[config.mk]
export PLATFORM = sky130hd
export DESIGN_NAME = swfe_engine
export DESIGN_NICKNAME = d
export VERILOG_FILES = /design/src/swfe_pkg.sv /design/src/swfe_byte_lane.sv /design/src/swfe_engine.sv
export SDC_FILE = /design/constraint.sdc
export NUM_CORES = 1
export LEC_CHECK = 0
export BUFFER_PORTS_ARGS = -buffer_cell sky130_fd_sc_hd__buf_4
export CORE_ASPECT_RATIO = 0.5
export CORE_MARGIN = 5
export CORE_UTILIZATION = 51
export DETAILED_ROUTE_END_ITERATION = 8
export GPL_TIMING_DRIVEN = 0
export PLACE_DENSITY_LB_ADDON = 0.25
export SKIP_LAST_GASP = 1
export SLEW_MARGIN = 10
export SYNTH_ARGS = -nofsm -noshare
export SYNTH_HDL_FRONTEND = slang
export SYNTH_HIERARCHICAL = 1
export SYNTH_SLANG_ARGS = --single-unit
[constraint.sdc]
create_clock -name clk -period 3.9 [get_ports clk]
set_input_delay 0.585 -clock clk [delete_from_list [all_inputs] [get_ports clk]]
set_output_delay 0.585 -clock clk [all_outputs]
set_load 0.02 [all_outputs]
[src/swfe_pkg.sv]
package swfe_pkg;

  // ---------------------------------------------------------------
  // state numbers shown on the debug output
  // ---------------------------------------------------------------
  localparam logic [2:0] ST_S0 = 3'h0;
  localparam logic [2:0] ST_S1 = 3'h1;
  localparam logic [2:0] ST_S2 = 3'h2;
  localparam logic [2:0] ST_IDLE = 3'h7;

  // ---------------------------------------------------------------
  // widths and reset values
  // ---------------------------------------------------------------
  localparam int WORD_W = 16;
  localparam int BYTE_W = 8;
  localparam int STATE_W = 3;
  localparam int DONE_BIT = 7;
  localparam logic [7:0] TRIG_RST = 8'h80;
  localparam logic [15:0] WORD_RST = 16'h0000;
  localparam logic [7:0] BYTE_RST = 8'h00;

  // ---------------------------------------------------------------
  // engine states
  // ---------------------------------------------------------------
  typedef enum logic [2:0] {
    SWFE_IDLE,
    SWFE_WR_S0,
    SWFE_WR_S1,
    SWFE_RD_S0,
    SWFE_RD_S1,
    SWFE_RD_S2
  } swfe_state_t;

endpackage

[src/swfe_byte_lane.sv]
`timescale 1ns/1ns
// one 8-bit port group of the parallel data bus
module swfe_byte_lane #(
  parameter int W = 8
) (
  input wire logic clk,
  input wire logic rst_n,
  input wire logic load,
  input wire logic [W-1:0] load_val,
  input wire logic drive,
  input wire logic capture,
  input wire logic [W-1:0] pin_in,
  output logic [W-1:0] pin_out,
  output logic pin_oe_n,
  output logic [W-1:0] captured
);

  logic [W-1:0] out_q, out_d;
  logic oe_n_q, oe_n_d;
  logic [W-1:0] cap_q, cap_d;

  always_comb begin
    out_d = load ? load_val : out_q;
    oe_n_d = ~drive;
    cap_d = capture ? pin_in : cap_q;
  end

  always_ff @(posedge clk or negedge rst_n) begin
    if (!rst_n) begin
      out_q <= '0;
      oe_n_q <= 1'b1;
      cap_q <= '0;
    end else begin
      out_q <= out_d;
      oe_n_q <= oe_n_d;
      cap_q <= cap_d;
    end
  end

  assign pin_out = out_q;
  assign pin_oe_n = oe_n_q;
  assign captured = cap_q;

endmodule

[src/swfe_engine.sv]
`timescale 1ns/1ns
// Function
// write S0 drives word, asserts write enable
// low byte on lines 7:0, high 15:8
// write S1 branches unconditionally to idle
// write sequence is 0, 1, 7
// non-branching states advance sequentially to idle
// read S0 asserts read enable
// read S1 also asserts output enable
// read S2 samples full 16-bit bus
// read S2 branches unconditionally to idle
// read sequence is 0, 1, 2, 7
// 3-bit debug output shows current state
// done flag bit 7 reports idle
// low-byte write launches write, read launches read
// first buffered byte goes on lines 7:0
// idle keeps controls high, bus undriven
module swfe_engine (
  input wire logic clk,
  input wire logic rst_n,
  // trigger side
  input wire logic high_byte_wr,
  input wire logic [7:0] high_byte_val,
  input wire logic low_byte_wr,
  input wire logic [7:0] low_byte_val,
  input wire logic single_data_rd,
  output logic [7:0] waveform_trigger_reg,
  output logic [15:0] read_word,
  // fifo side
  output logic [7:0] low_byte_port_out,
  output logic low_byte_port_oe_n,
  input wire logic [7:0] low_byte_port_in,
  output logic [7:0] high_byte_port_out,
  output logic high_byte_port_oe_n,
  input wire logic [7:0] high_byte_port_in,
  output logic ctrl_out_zero,
  output logic ctrl_out_one,
  output logic ctrl_out_two,
  output logic [2:0] engine_state_debug
);

  // ---------------------------------------------------------------
  // state machine
  // ---------------------------------------------------------------
  swfe_pkg::swfe_state_t st_q, st_d;
  logic [7:0] hi_q, hi_d;
  logic wen_n_q, wen_n_d;
  logic ren_n_q, ren_n_d;
  logic oe_n_q, oe_n_d;
  logic [2:0] dbg_q, dbg_d;
  logic [7:0] trig_q, trig_d;
  logic launch_wr, launch_rd;
  logic drive, capture, lo_load, hi_load;
  logic [7:0] lo_cap, hi_cap;

  // ---------------------------------------------------------------
  // launch decode
  // ---------------------------------------------------------------
  // write wins when both strobes land in one cycle
  always_comb begin
    launch_wr = 1'b0;
    launch_rd = 1'b0;
    if (st_q == swfe_pkg::SWFE_IDLE) begin
      launch_wr = low_byte_wr;
      launch_rd = single_data_rd & ~low_byte_wr;
    end
  end

  // launches while busy are dropped; the caller must poll done first
  always_comb begin
    st_d = st_q;
    lo_load = 1'b0;
    hi_load = 1'b0;
    unique case (st_q)
      swfe_pkg::SWFE_IDLE: begin
        if (launch_wr) begin
          st_d = swfe_pkg::SWFE_WR_S0;
          lo_load = 1'b1;
          hi_load = 1'b1;
        end else if (launch_rd) begin
          st_d = swfe_pkg::SWFE_RD_S0;
        end
      end
      swfe_pkg::SWFE_WR_S0: st_d = swfe_pkg::SWFE_WR_S1;
      swfe_pkg::SWFE_WR_S1: st_d = swfe_pkg::SWFE_IDLE;
      swfe_pkg::SWFE_RD_S0: st_d = swfe_pkg::SWFE_RD_S1;
      swfe_pkg::SWFE_RD_S1: st_d = swfe_pkg::SWFE_RD_S2;
      swfe_pkg::SWFE_RD_S2: st_d = swfe_pkg::SWFE_IDLE;
      // two codes are unused; fall back to idle rather than lock up
      default: st_d = swfe_pkg::SWFE_IDLE;
    endcase
  end

  always_ff @(posedge clk or negedge rst_n) begin
    if (!rst_n) begin
      st_q <= swfe_pkg::SWFE_IDLE;
    end else begin
      st_q <= st_d;
    end
  end

  // ---------------------------------------------------------------
  // high byte holding register
  // ---------------------------------------------------------------
  // a strobe in the launch cycle still counts for that write
  always_comb begin
    hi_d = high_byte_wr ? high_byte_val : hi_q;
  end

  always_ff @(posedge clk or negedge rst_n) begin
    if (!rst_n) begin
      hi_q <= swfe_pkg::BYTE_RST;
    end else begin
      hi_q <= hi_d;
    end
  end

  // ---------------------------------------------------------------
  // fifo controls
  // ---------------------------------------------------------------
  // outputs decoded from the next state so pins line up with debug
  always_comb begin
    wen_n_d = 1'b1;
    ren_n_d = 1'b1;
    oe_n_d = 1'b1;
    drive = 1'b0;
    capture = (st_q == swfe_pkg::SWFE_RD_S2);
    unique case (st_d)
      swfe_pkg::SWFE_WR_S0: begin
        wen_n_d = 1'b0;
        drive = 1'b1;
      end
      // data held a cycle past the write edge
      swfe_pkg::SWFE_WR_S1: drive = 1'b1;
      swfe_pkg::SWFE_RD_S0: ren_n_d = 1'b0;
      swfe_pkg::SWFE_RD_S1: begin
        ren_n_d = 1'b0;
        oe_n_d = 1'b0;
      end
      swfe_pkg::SWFE_RD_S2: begin
        ren_n_d = 1'b0;
        oe_n_d = 1'b0;
      end
      // idle: controls high, bus released
      default: drive = 1'b0;
    endcase
  end

  always_ff @(posedge clk or negedge rst_n) begin
    if (!rst_n) begin
      wen_n_q <= 1'b1;
      ren_n_q <= 1'b1;
      oe_n_q <= 1'b1;
    end else begin
      wen_n_q <= wen_n_d;
      ren_n_q <= ren_n_d;
      oe_n_q <= oe_n_d;
    end
  end

  // ---------------------------------------------------------------
  // debug state and done flag
  // ---------------------------------------------------------------
  always_comb begin
    dbg_d = swfe_pkg::ST_IDLE;
    trig_d = 8'h00;
    unique case (st_d)
      swfe_pkg::SWFE_WR_S0: dbg_d = swfe_pkg::ST_S0;
      swfe_pkg::SWFE_WR_S1: dbg_d = swfe_pkg::ST_S1;
      swfe_pkg::SWFE_RD_S0: dbg_d = swfe_pkg::ST_S0;
      swfe_pkg::SWFE_RD_S1: dbg_d = swfe_pkg::ST_S1;
      swfe_pkg::SWFE_RD_S2: dbg_d = swfe_pkg::ST_S2;
      // idle, and the unused codes that fall back to it
      default: trig_d[swfe_pkg::DONE_BIT] = 1'b1;
    endcase
  end

  always_ff @(posedge clk or negedge rst_n) begin
    if (!rst_n) begin
      dbg_q <= swfe_pkg::ST_IDLE;
      trig_q <= swfe_pkg::TRIG_RST;
    end else begin
      dbg_q <= dbg_d;
      trig_q <= trig_d;
    end
  end

  // ---------------------------------------------------------------
  // byte lanes
  // ---------------------------------------------------------------
  // low byte (first buffered) on lines 7:0, high on 15:8
  swfe_byte_lane #(.W(swfe_pkg::BYTE_W)) u_lo ( // see R2
    .clk(clk),
    .rst_n(rst_n),
    .load(lo_load),
    .load_val(low_byte_val),
    .drive(drive),
    .capture(capture),
    .pin_in(low_byte_port_in),
    .pin_out(low_byte_port_out),
    .pin_oe_n(low_byte_port_oe_n),
    .captured(lo_cap)
  );

  swfe_byte_lane #(.W(swfe_pkg::BYTE_W)) u_hi (
    .clk(clk),
    .rst_n(rst_n),
    .load(hi_load),
    .load_val(hi_d),
    .drive(drive),
    .capture(capture),
    .pin_in(high_byte_port_in),
    .pin_out(high_byte_port_out),
    .pin_oe_n(high_byte_port_oe_n),
    .captured(hi_cap)
  );

  // ---------------------------------------------------------------
  // outputs
  // ---------------------------------------------------------------
  // plain registers only, so no glitch reaches the fifo pins
  assign ctrl_out_zero = wen_n_q;
  assign ctrl_out_one = ren_n_q;
  assign ctrl_out_two = oe_n_q;
  assign engine_state_debug = dbg_q;
  assign waveform_trigger_reg = trig_q;
  assign read_word = {hi_cap, lo_cap};

endmodule

==> impl_metrics.yaml, run 1 <==
sta:
  tightest_slew_ps: 624.9
  tns_ps: 0
  skew_ps: 8.094
  rsz0062_at_grt: "no"
  final.period_utilization_pct: 41.49
  fin_crit_ps: 1618
  fmax_mhz: 618.0
  finalHoldViolations: 0
  relSlewSlack_pct: 58.34
  finalSetupViolations: 0
  slew_violations: 0
synthesis:
  avgSynthCellArea_um2: 16.31
  synth.area.top_cells: "dfrtp_1 50%, mux2_4 22%, dfstp_2 11%, mux2_2 4.2%, buf_6 2.6%"
  yosysTopAreaCell: "dfrtp_1"
  syn_inst: 131
  ys_warn_count: 6
  synth_cell_types: 22
  synth-seq-cells: 52
  syn_area_um2: 2137
  synth_top_area_share_pct: 50.35
  yosysSeqAreaShare_pct: 61.42
clocking:
  clkLatencyLatePin_ps: 290
  ctsHtreeMaxLevel: 2
  clock-root-buffer: "clkbuf_8"
  clk_pin_slew_worst_paths_ps: 90
  cts_tree: "built"
  post_cts_buffers: 0
  cts_sinks: 52
  numCtsBuffers: 5
  cts_resized: 0
  clock_path_buffers: 2
  cts_hold_buf: 0
route:
  drc: 0
  wl_per_cell_um: 14.19
  drt-total-wl_um: 3902
  viasPerCell: 4.589
  first_pass_iters: 2
  ant_nets: 0
  drtIter0Drc: 35
  vias: 1262
placed_design:
  hpwl_um: 2908
  routabilityCongestion: 0.7913
  io_buffers: 76
finish:
  syn2layout_area_growth_pct: 36.59
  multi_input_area_um2: 714.4
  fin_nets: 257
  regArea_um2: 1313
  final_common_cell: "buf_4"
  final_cell_mix: "83 x buf_4, 43 x dfrtp_1, 32 x mux2_4, 9 x dfstp_2, 8 x mux2_2"
  n_antenna_cell: 0
  fill_cells: 271
  drive_gt1_share_pct: 68.33
floorplanning:
  die_area_um2: 5664
  die_x_um: 101.5
  initial_utilization_pct: 53.91
  die_y_um: 55.78
  core_um2: 3964
  rows: 16
  ios: 85
pwr:
  powerDensity_nw_per_um2: 857.9
  power.leakage_nw: 1.458
  total_power_mw: 2.504
  ir_worst_vdd_mv: 0.3999
status:
  status: "completed"
global_route:
  antenna_found_initial: 0
  grt_pass1_wl_um: 6382
  grt_max_degree: 53
  grt_usage_pct: 14.49
  first_global_vias: 1314
  overflow: 0
critical_path:
  required_ps: 4080
  cp.arrival_ps: 1800
  startpoint: "st_q[0]"
  path_max_fanout: 8
  crit_path_end_kind: "register"
  start_kind: "register"
  path_class: "reg2reg"
  rr_startpoint: "st_q[0]"
job:
  drv_cap: 0
hold_path:
  min_path_type: "in2async"
[stage by stage]
step / std cells / utilization (%) / setup WS [ps] / instance area, µm² / hold slack [ps]
finish: 275 / 73.64 / 2282 / 2919 / 290.3
detailed placement: 267 / 70.58 / 2303 / 2798 / 486.1
CTS: 275 / 73.64 / 2270 / 2919 / 312.5
floorplan: 137 / - / 2431 / 2160 / 289.4
global route: 275 / 73.64 / 2194 / 2919 / 343.3
global placement: 267 / 70.58 / 2340 / 2798 / 478.4
[where the power goes]
part	leakage (nW)	internal (mW)	switching, mW
logic	0.788	0.639	0.552
registers	0.609	0.805	0.133
clock network	0.0614	0.210	0.166
total	1.46	1.65	0.851
[cells in the mapped netlist, drive strengths merged]
| cell type | n |
|---|---|
| a21oi | 3 |
| a21o | 1 |
| mux2 | 40 |
| nor3 | 2 |
| nand3 | 1 |
| o31ai | 1 |
| nor2 | 7 |
| dfrtp | 43 |
| inv | 5 |
| dfstp | 9 |
| nand2 | 1 |
| nor2b | 1 |
| conb | 1 |
| and3 | 1 |
| buf | 13 |
| o21a | 1 |
| o21ai | 1 |
[final cells by class]
class / instances / share of cell area, %
Inverter: 5 / 0.6429
Timing Repair Buffer: 76 / 19.55
Multi-Input combinational cell: 67 / 24.47
Tap cell: 54 / 2.315
Buffer: 13 / 3.901
Clock inverter: 2 / 1.329
Sequential cell: 52 / 44.96
Clock buffer: 6 / 2.829
[final timing paths]
check	to	slack (ps)	depth (start not counted)
setup / recovery	u_lo/pin_out[1]	2280	5
hold / removal	u_lo/captured[2]	290	1
setup reg to reg	u_lo/pin_out[1]	2280	5
hold reg to reg	hi_q[0]	500	1
max in group asynchronous	hi_q[1]	3170	1
min in group clk	engine_state_debug[0]	450	2
[worst max-delay path, stage by stage (launching register included)]
cell,delay [ps]
dfrtp_1,470
nor2_2,280
nand3_1,160
inv_1,120
buf_6,170
mux2_4,310
[cells by family (layout without fill, tap and decap cells)]
| logic type | count (synthesis) | in the layout | synth area share [%] |
|---|---|---|---|
| AOI/OAI and AO/OA | 7 | 7 | 2.693 |
| other | 1 | 7 | 0.1755 |
| DFF | 52 | 52 | 61.42 |
| and+or+nand+nor | 13 | 13 | 2.810 |
| muxes | 40 | 40 | 26.70 |
| buffers and inverters | 18 | 102 | 6.206 |
[routing by layer]
metal	track usage, %	wire length, µm
met1	19.79	1685
met2	22.77	1908
met3	5.006	288
met4	2.273	19
met5	0	0
Power figures use the tool's default switching activity.
==> inputs of run 2 (changes only) <==
--- a/config.mk
+++ b/config.mk
@@ -5,10 +5,11 @@
 export SDC_FILE = /design/constraint.sdc
 export NUM_CORES = 1
 export LEC_CHECK = 0
+export ABC_AREA = 1
 export BUFFER_PORTS_ARGS = -buffer_cell sky130_fd_sc_hd__buf_4
 export CORE_ASPECT_RATIO = 0.5
 export CORE_MARGIN = 5
-export CORE_UTILIZATION = 51
+export CORE_UTILIZATION = 42
 export DETAILED_ROUTE_END_ITERATION = 8
 export GPL_TIMING_DRIVEN = 0
 export PLACE_DENSITY_LB_ADDON = 0.25
==> constraint.sdc (replaced) <==
create_clock -name clk -period 1.33 [get_ports clk]
set_input_delay 0.1995 -clock clk [delete_from_list [all_inputs] [get_ports clk]]
set_output_delay 0.1995 -clock clk [all_outputs]
set_load 0.02 [all_outputs]
==> impl_metrics.yaml, run 2 <==
clocking:
  ctsHtreeMaxLevel: 2
  clk_pin_slew_worst_paths_ps: 90
  cts_sinks: 52
  numCtsBuffers: 5
  clock-root-buffer: "clkbuf_8"
  clock_path_buffers: 2
  cts_tree: "built"
  clkLatencyLatePin_ps: 300
pwr:
  total_power_mw: 6.797
  ir_worst_vdd_mv: 0.9170
  power_frac_clock_pct: 13.4
  switching_share_pct: 38.79
  power.leakage_nw: 1.600
  internal-power_mw: 4.161
  p_switching_mw: 2.636
  powerDensity_nw_per_um2: 2302
  pwr-share-seq_pct: 39.5
  p_comb_share_pct: 47.1
synthesis:
  synth.area.top_cells: "dfrtp_1 53%, nand2_1 19%, dfstp_2 12%, mux2_2 4.4%, buf_6 2.8%"
  ys.flop_type: "dfrtp_1"
  synth_common_cells: "102 x nand2_1, 43 x dfrtp_1, 11 x inv_1"
  yosysMostFrequentCell: "nand2_1"
  synth_top_area_share_pct: 52.76
  synth-seq-cells: 52
  synth_cell_types: 15
  syn_area_um2: 2039
  ys_warn_count: 6
  synth_edf_count: 0
  avgSynthCellArea_um2: 9.949
  yosysTopAreaCell: "dfrtp_1"
  async_flop_share_pct: 100.0
  yosysSeqAreaShare_pct: 64.36
  syn_inst: 205
sta:
  worst_slack_ps: 30.00
  whs_ps: 88.86
  finalHoldViolations: 0
  skew_ps: 7.449
  rsz0062_at_grt: "yes"
  fin_crit_ps: 1300
  slew_violations: 0
  finalSetupViolations: 0
  fmax_mhz: 769.2
  final.period_utilization_pct: 97.74
  relSlewSlack_pct: 58.79
  tightest_slew_ps: 618.1
critical_path:
  required_ps: 1530
  crit_path_end_kind: "register"
  cp.arrival_ps: 1500
  start_kind: "register"
  path_class: "reg2reg"
  path_max_fanout: 8
route:
  drc: 0
  route.met3.wl_um: 277
  drt-total-wl_um: 4251
  ant_nets: 0
  wl_met1_um: 1832
  vias: 1551
  first_pass_iters: 4
  top_layer: "met4"
  wl_met2_um: 2091
  drtIter0Drc: 60
  viasPerCell: 4.169
  wl_per_cell_um: 11.43
floorplanning:
  rows: 17
  ios: 85
  die_area_um2: 6434
  core_um2: 4552
  die_y_um: 59.28
  die_x_um: 108.5
  initial_utilization_pct: 44.80
placed_design:
  io_buffers: 76
  pre_cts_slack_ps: -68.91
  routabilityCongestion: 0.7676
  hpwl_um: 3171
finish:
  final_cell_mix: "95 x nand2_1, 89 x buf_4, 42 x dfrtp_1, 11 x nand2_2, 10 x inv_1"
  n_antenna_cell: 0
  drive_gt1_share_pct: 46.73
  final_common_cell: "nand2_1"
  syn2layout_area_growth_pct: 44.79
  fin_nets: 342
global_route:
  antenna_found_initial: 0
  grt_usage_pct: 14.12
  grt_max_degree: 53
  overflow: 0
  grt_pass1_wl_um: 6962
  first_global_vias: 1536
job:
  drv_cap: 0
status:
  status: "completed"
hold_path:
  min_path_type: "in2reg"
-- run 2: changes by cell type after synthesis, sizes merged --
cell	change
a21o	-1
a21oi	-3
and3	-1
buf	-1
inv	+11
mux2	-32
nand2	+105
nor2b	-1
nor3	-1
o21a	-1
o31ai	-1
-- run 2: worst paths after layout --
| path | start | end | slack [ps] | cells after the start |
|---|---|---|---|---|
| setup / recovery | st_q[1] | u_hi/pin_out[5] | 30 | 7 |
| hold / removal | low_byte_port_in[4] | u_lo/captured[4] | 90 | 3 |
| setup reg to reg | st_q[1] | u_hi/pin_out[5] | 30 | 7 |
| hold reg to reg | u_lo/captured[7] | u_lo/captured[7] | 480 | 2 |
| max in group asynchronous | rst_n | st_q[1] | 440 | 2 |
| min in group asynchronous | rst_n | st_q[0] | 450 | 2 |
-- run 2: metal layers --
| layer | GRT usage, % | vias up |
|---|---|---|
| li1 | - | 797 |
| met1 | 16.79 | 702 |
| met2 | 24.32 | 48 |
| met3 | 4.461 | 4 |
| met4 | 5.396 | 0 |
| met5 | 0 | - |
-- run 2: power groups by stage --
stage / Sequential [mW] / Combinational [mW] / Clock (mW)
after floorplan: 3.42 / 0.913 / 0
after global placement: 2.67 / 2.89 / 0
after detailed placement: 2.69 / 2.97 / 0
after CTS: 2.67 / 2.97 / 0.949
after global routing: 2.78 / 3.48 / 1.01
final: 2.69 / 3.20 / 0.909
-- run 2: layout make-up --
class / count / area (µm²)
clock inverters: 1 / 7.507
well taps: 66 / 82.58
plain buffers: 12 / 112.6
fillers: 393 / 1599
flip-flops and latches: 52 / 1314
repair buffers: 87 / 670.6
multi-input cells: 131 / 609.3
inverters: 16 / 70.07
clock buffers: 7 / 86.33
-- run 2: per-stage QoR --
stage | cells | utilization, % | TNS (ps) | cell area (µm²)
after CTS | 362 | 62.04 | 0 | 2824
after detailed placement | 353 | 59.65 | -780.7 | 2715
after global placement | 353 | 59.65 | -319.1 | 2715
final | 372 | 64.87 | 0 | 2953
after global routing | 372 | 64.87 | -332.3 | 2953
after floorplan | 211 | - | 0 | 2062
-- run 2: what timing repair did --
action,CTS,global route
endpoints found under the setup margin,16,32
endpoints found under the hold margin,43,0
buffers inserted,0,10
pin swaps,0,7
hold buffers,1,0
resized for setup,1,19
-- run 2: kinds of logic (layout without fill, tap and decap cells) --
logic type	after synthesis	in the layout	synth area share (%)
buffers and inverters	28	123	8.282
and+or+nand+nor	115	115	22.51
AOI/OAI and AO/OA	1	1	0.2452
other	1	7	0.1839
muxes	8	8	4.417
DFF	52	52	64.36
-- run 2: critical path: stages, from the launching register on --
cell     delay (ps)
dfrtp_2         460
nor2_4          150
nand2_2          80
nor2_4          170
buf_8           170
inv_8            50
nand2_2          50
nand2_2          50
==> inputs of run 3 (changes only) <==
--- a/config.mk
+++ b/config.mk
@@ -9,7 +9,8 @@
 export BUFFER_PORTS_ARGS = -buffer_cell sky130_fd_sc_hd__buf_4
 export CORE_ASPECT_RATIO = 0.5
 export CORE_MARGIN = 5
-export CORE_UTILIZATION = 42
+export CORE_UTILIZATION = 44
+export CTS_BUF_LIST = sky130_fd_sc_hd__clkbuf_4
 export DETAILED_ROUTE_END_ITERATION = 8
 export GPL_TIMING_DRIVEN = 0
 export PLACE_DENSITY_LB_ADDON = 0.25
==> impl_metrics.yaml, run 3 (same netlist as run 2, synthesis figures left out) <==
floorplanning:
  rows: 17
  die_area_um2: 6179
  initial_utilization_pct: 45.88
  die_x_um: 106.3
  core_um2: 4446
  ios: 85
  die_y_um: 58.14
status:
  status: "completed"
clocking:
  clkLatencyLatePin_ps: 360
  cts_tree: "built"
  clock-root-buffer: "clkbuf_4"
  clock_path_buffers: 2
  clk_pin_slew_worst_paths_ps: 140
  numCtsBuffers: 5
  cts_sinks: 52
  ctsHtreeMaxLevel: 2
sta:
  finalHoldViolations: 0
  relSlewSlack_pct: 58.28
  tns_ps: 0
  rsz0062_at_grt: "yes"
  whs_ps: 26.06
  tightest_slew_ps: 625.9
  fin_crit_ps: 1262
  slew_violations: 0
  finalSetupViolations: 0
  final.period_utilization_pct: 94.92
  fmax_mhz: 792.1
  skew_ps: 5.071
global_route:
  grt_usage_pct: 14.94
  grt_pass1_wl_um: 7334
  antenna_found_initial: 0
  first_global_vias: 1628
  overflow: 0
  grt_max_degree: 53
critical_path:
  max_stage_delay_ps: 470
  reg2reg_depth: 7
  path_class: "reg2reg"
  path_max_fanout: 6
  crit_path_end_kind: "register"
  reg2reg_to: "u_lo/pin_out[3]"
  reg2reg_slack_ps: 70
  start_kind: "register"
  cp_slowest_cell: "dfrtp_2"
  crit_cells: 7
  crit_family: "simple AND/OR/NAND/NOR gates"
  rr_startpoint: "st_q[1]"
  cp.arrival_ps: 1570
  worstPathCellList: "nor2_4 -> nand2_2 -> nor2_4 -> buf_6 -> buf_6 -> nand2_1 -> nand2_1"
  required_ps: 1640
  path_buf_inv: 2
finish:
  final_cell_mix: "94 x nand2_1, 86 x buf_4, 42 x dfrtp_1, 12 x nand2_2, 10 x inv_1"
  syn2layout_area_growth_pct: 39.63
  final_core_util_pct: 64.06
  fill_cells: 367
  fin_nets: 337
  drive_gt1_share_pct: 46.51
  n_antenna_cell: 0
  final_common_cell: "nand2_1"
placed_design:
  io_buffers: 76
  hpwl_um: 3203
  routabilityCongestion: 0.8228
route:
  wl_per_cell_um: 12.01
  drc: 0
  ant_nets: 0
  first_pass_iters: 4
  drtIter0Drc: 42
  drt-total-wl_um: 4299
  vias: 1572
  viasPerCell: 4.391
hold_path:
  holdPathStages: 3
  worstHoldStart: "low_byte_port_in[5]"
  min_path_type: "in2reg"
  hold_end: "u_lo/captured[5]"
pwr:
  powerDensity_nw_per_um2: 2274
  ir_worst_vdd_mv: 0.9708
  power.leakage_nw: 1.559
job:
  drv_cap: 0
## run 3: worst min-delay path, stage by stage
cell,delay (ps)
buf_4,70
nand2_1,40
nand2_1,50
## run 3: routing by layer
metal	vias up	global-route usage, %	part of all wire, %	routed length, µm
li1	787	-	-	-
met5	-	0	0	0
met4	0	5.535	1.5	66
met2	48	26.73	50	2144
met3	6	5.006	6.9	298
met1	731	16.94	42	1789
## run 3: through the flow
step / worst slack (ps) / instance area (µm²) / total power [mW] / instances
after detailed placement: -2.843 / 2704 / 5.667 / 344
after floorplan: 146.5 / 2062 / 4.337 / 211
after CTS: 15.65 / 2776 / 6.395 / 353
final: 67.53 / 2848 / 6.475 / 358
after global routing: -16.52 / 2848 / 6.951 / 358
after global placement: -13.70 / 2704 / 5.559 / 344
## run 3: area by class of cell
class / instances / area, µm² / area share [%]
plain buffers: 12 / 108.9 / 3.822
clock buffers: 7 / 52.55 / 1.845
clock inverters: 1 / 5.005 / 0.1757
inverters: 16 / 65.06 / 2.285
multi-input cells: 131 / 605.6 / 21.27
flip-flops and latches: 52 / 1314 / 46.13
well taps: 57 / 71.32 / 2.504
repair buffers: 82 / 625.6 / 21.97
## run 3: report_power, final
group	leakage, nW	switching [mW]	total [mW]	internal [mW]
logic	0.905	1.77	3.09	1.32
clock network	0.0361	0.461	0.709	0.248
registers	0.618	0.355	2.68	2.32
## run 3: how the worst max path moves through the flow
| stage | startpoint | endpoint | slack [ps] |
|---|---|---|---|
| global placement | st_q[2] | u_hi/captured[3] | -10 |
| detailed placement | st_q[0] | u_lo/captured[4] | -3 |
| finish | st_q[1] | u_lo/pin_out[3] | 70 |
| floorplan | st_q[2] | u_hi/captured[0] | 150 |
| CTS | st_q[0] | u_hi/pin_out[4] | 20 |
| global route | st_q[1] | u_lo/pin_out[5] | -20 |
## run 3: repair_timing
action / 4_1_cts / 5_1_grt
setup buffers: 0 / 5
endpoints found under the hold margin: 43 / 0
gates resized for setup: 1 / 14
setup endpoints to repair: 14 / 17
hold buffers: 1 / 0
pin swaps: 0 / 8
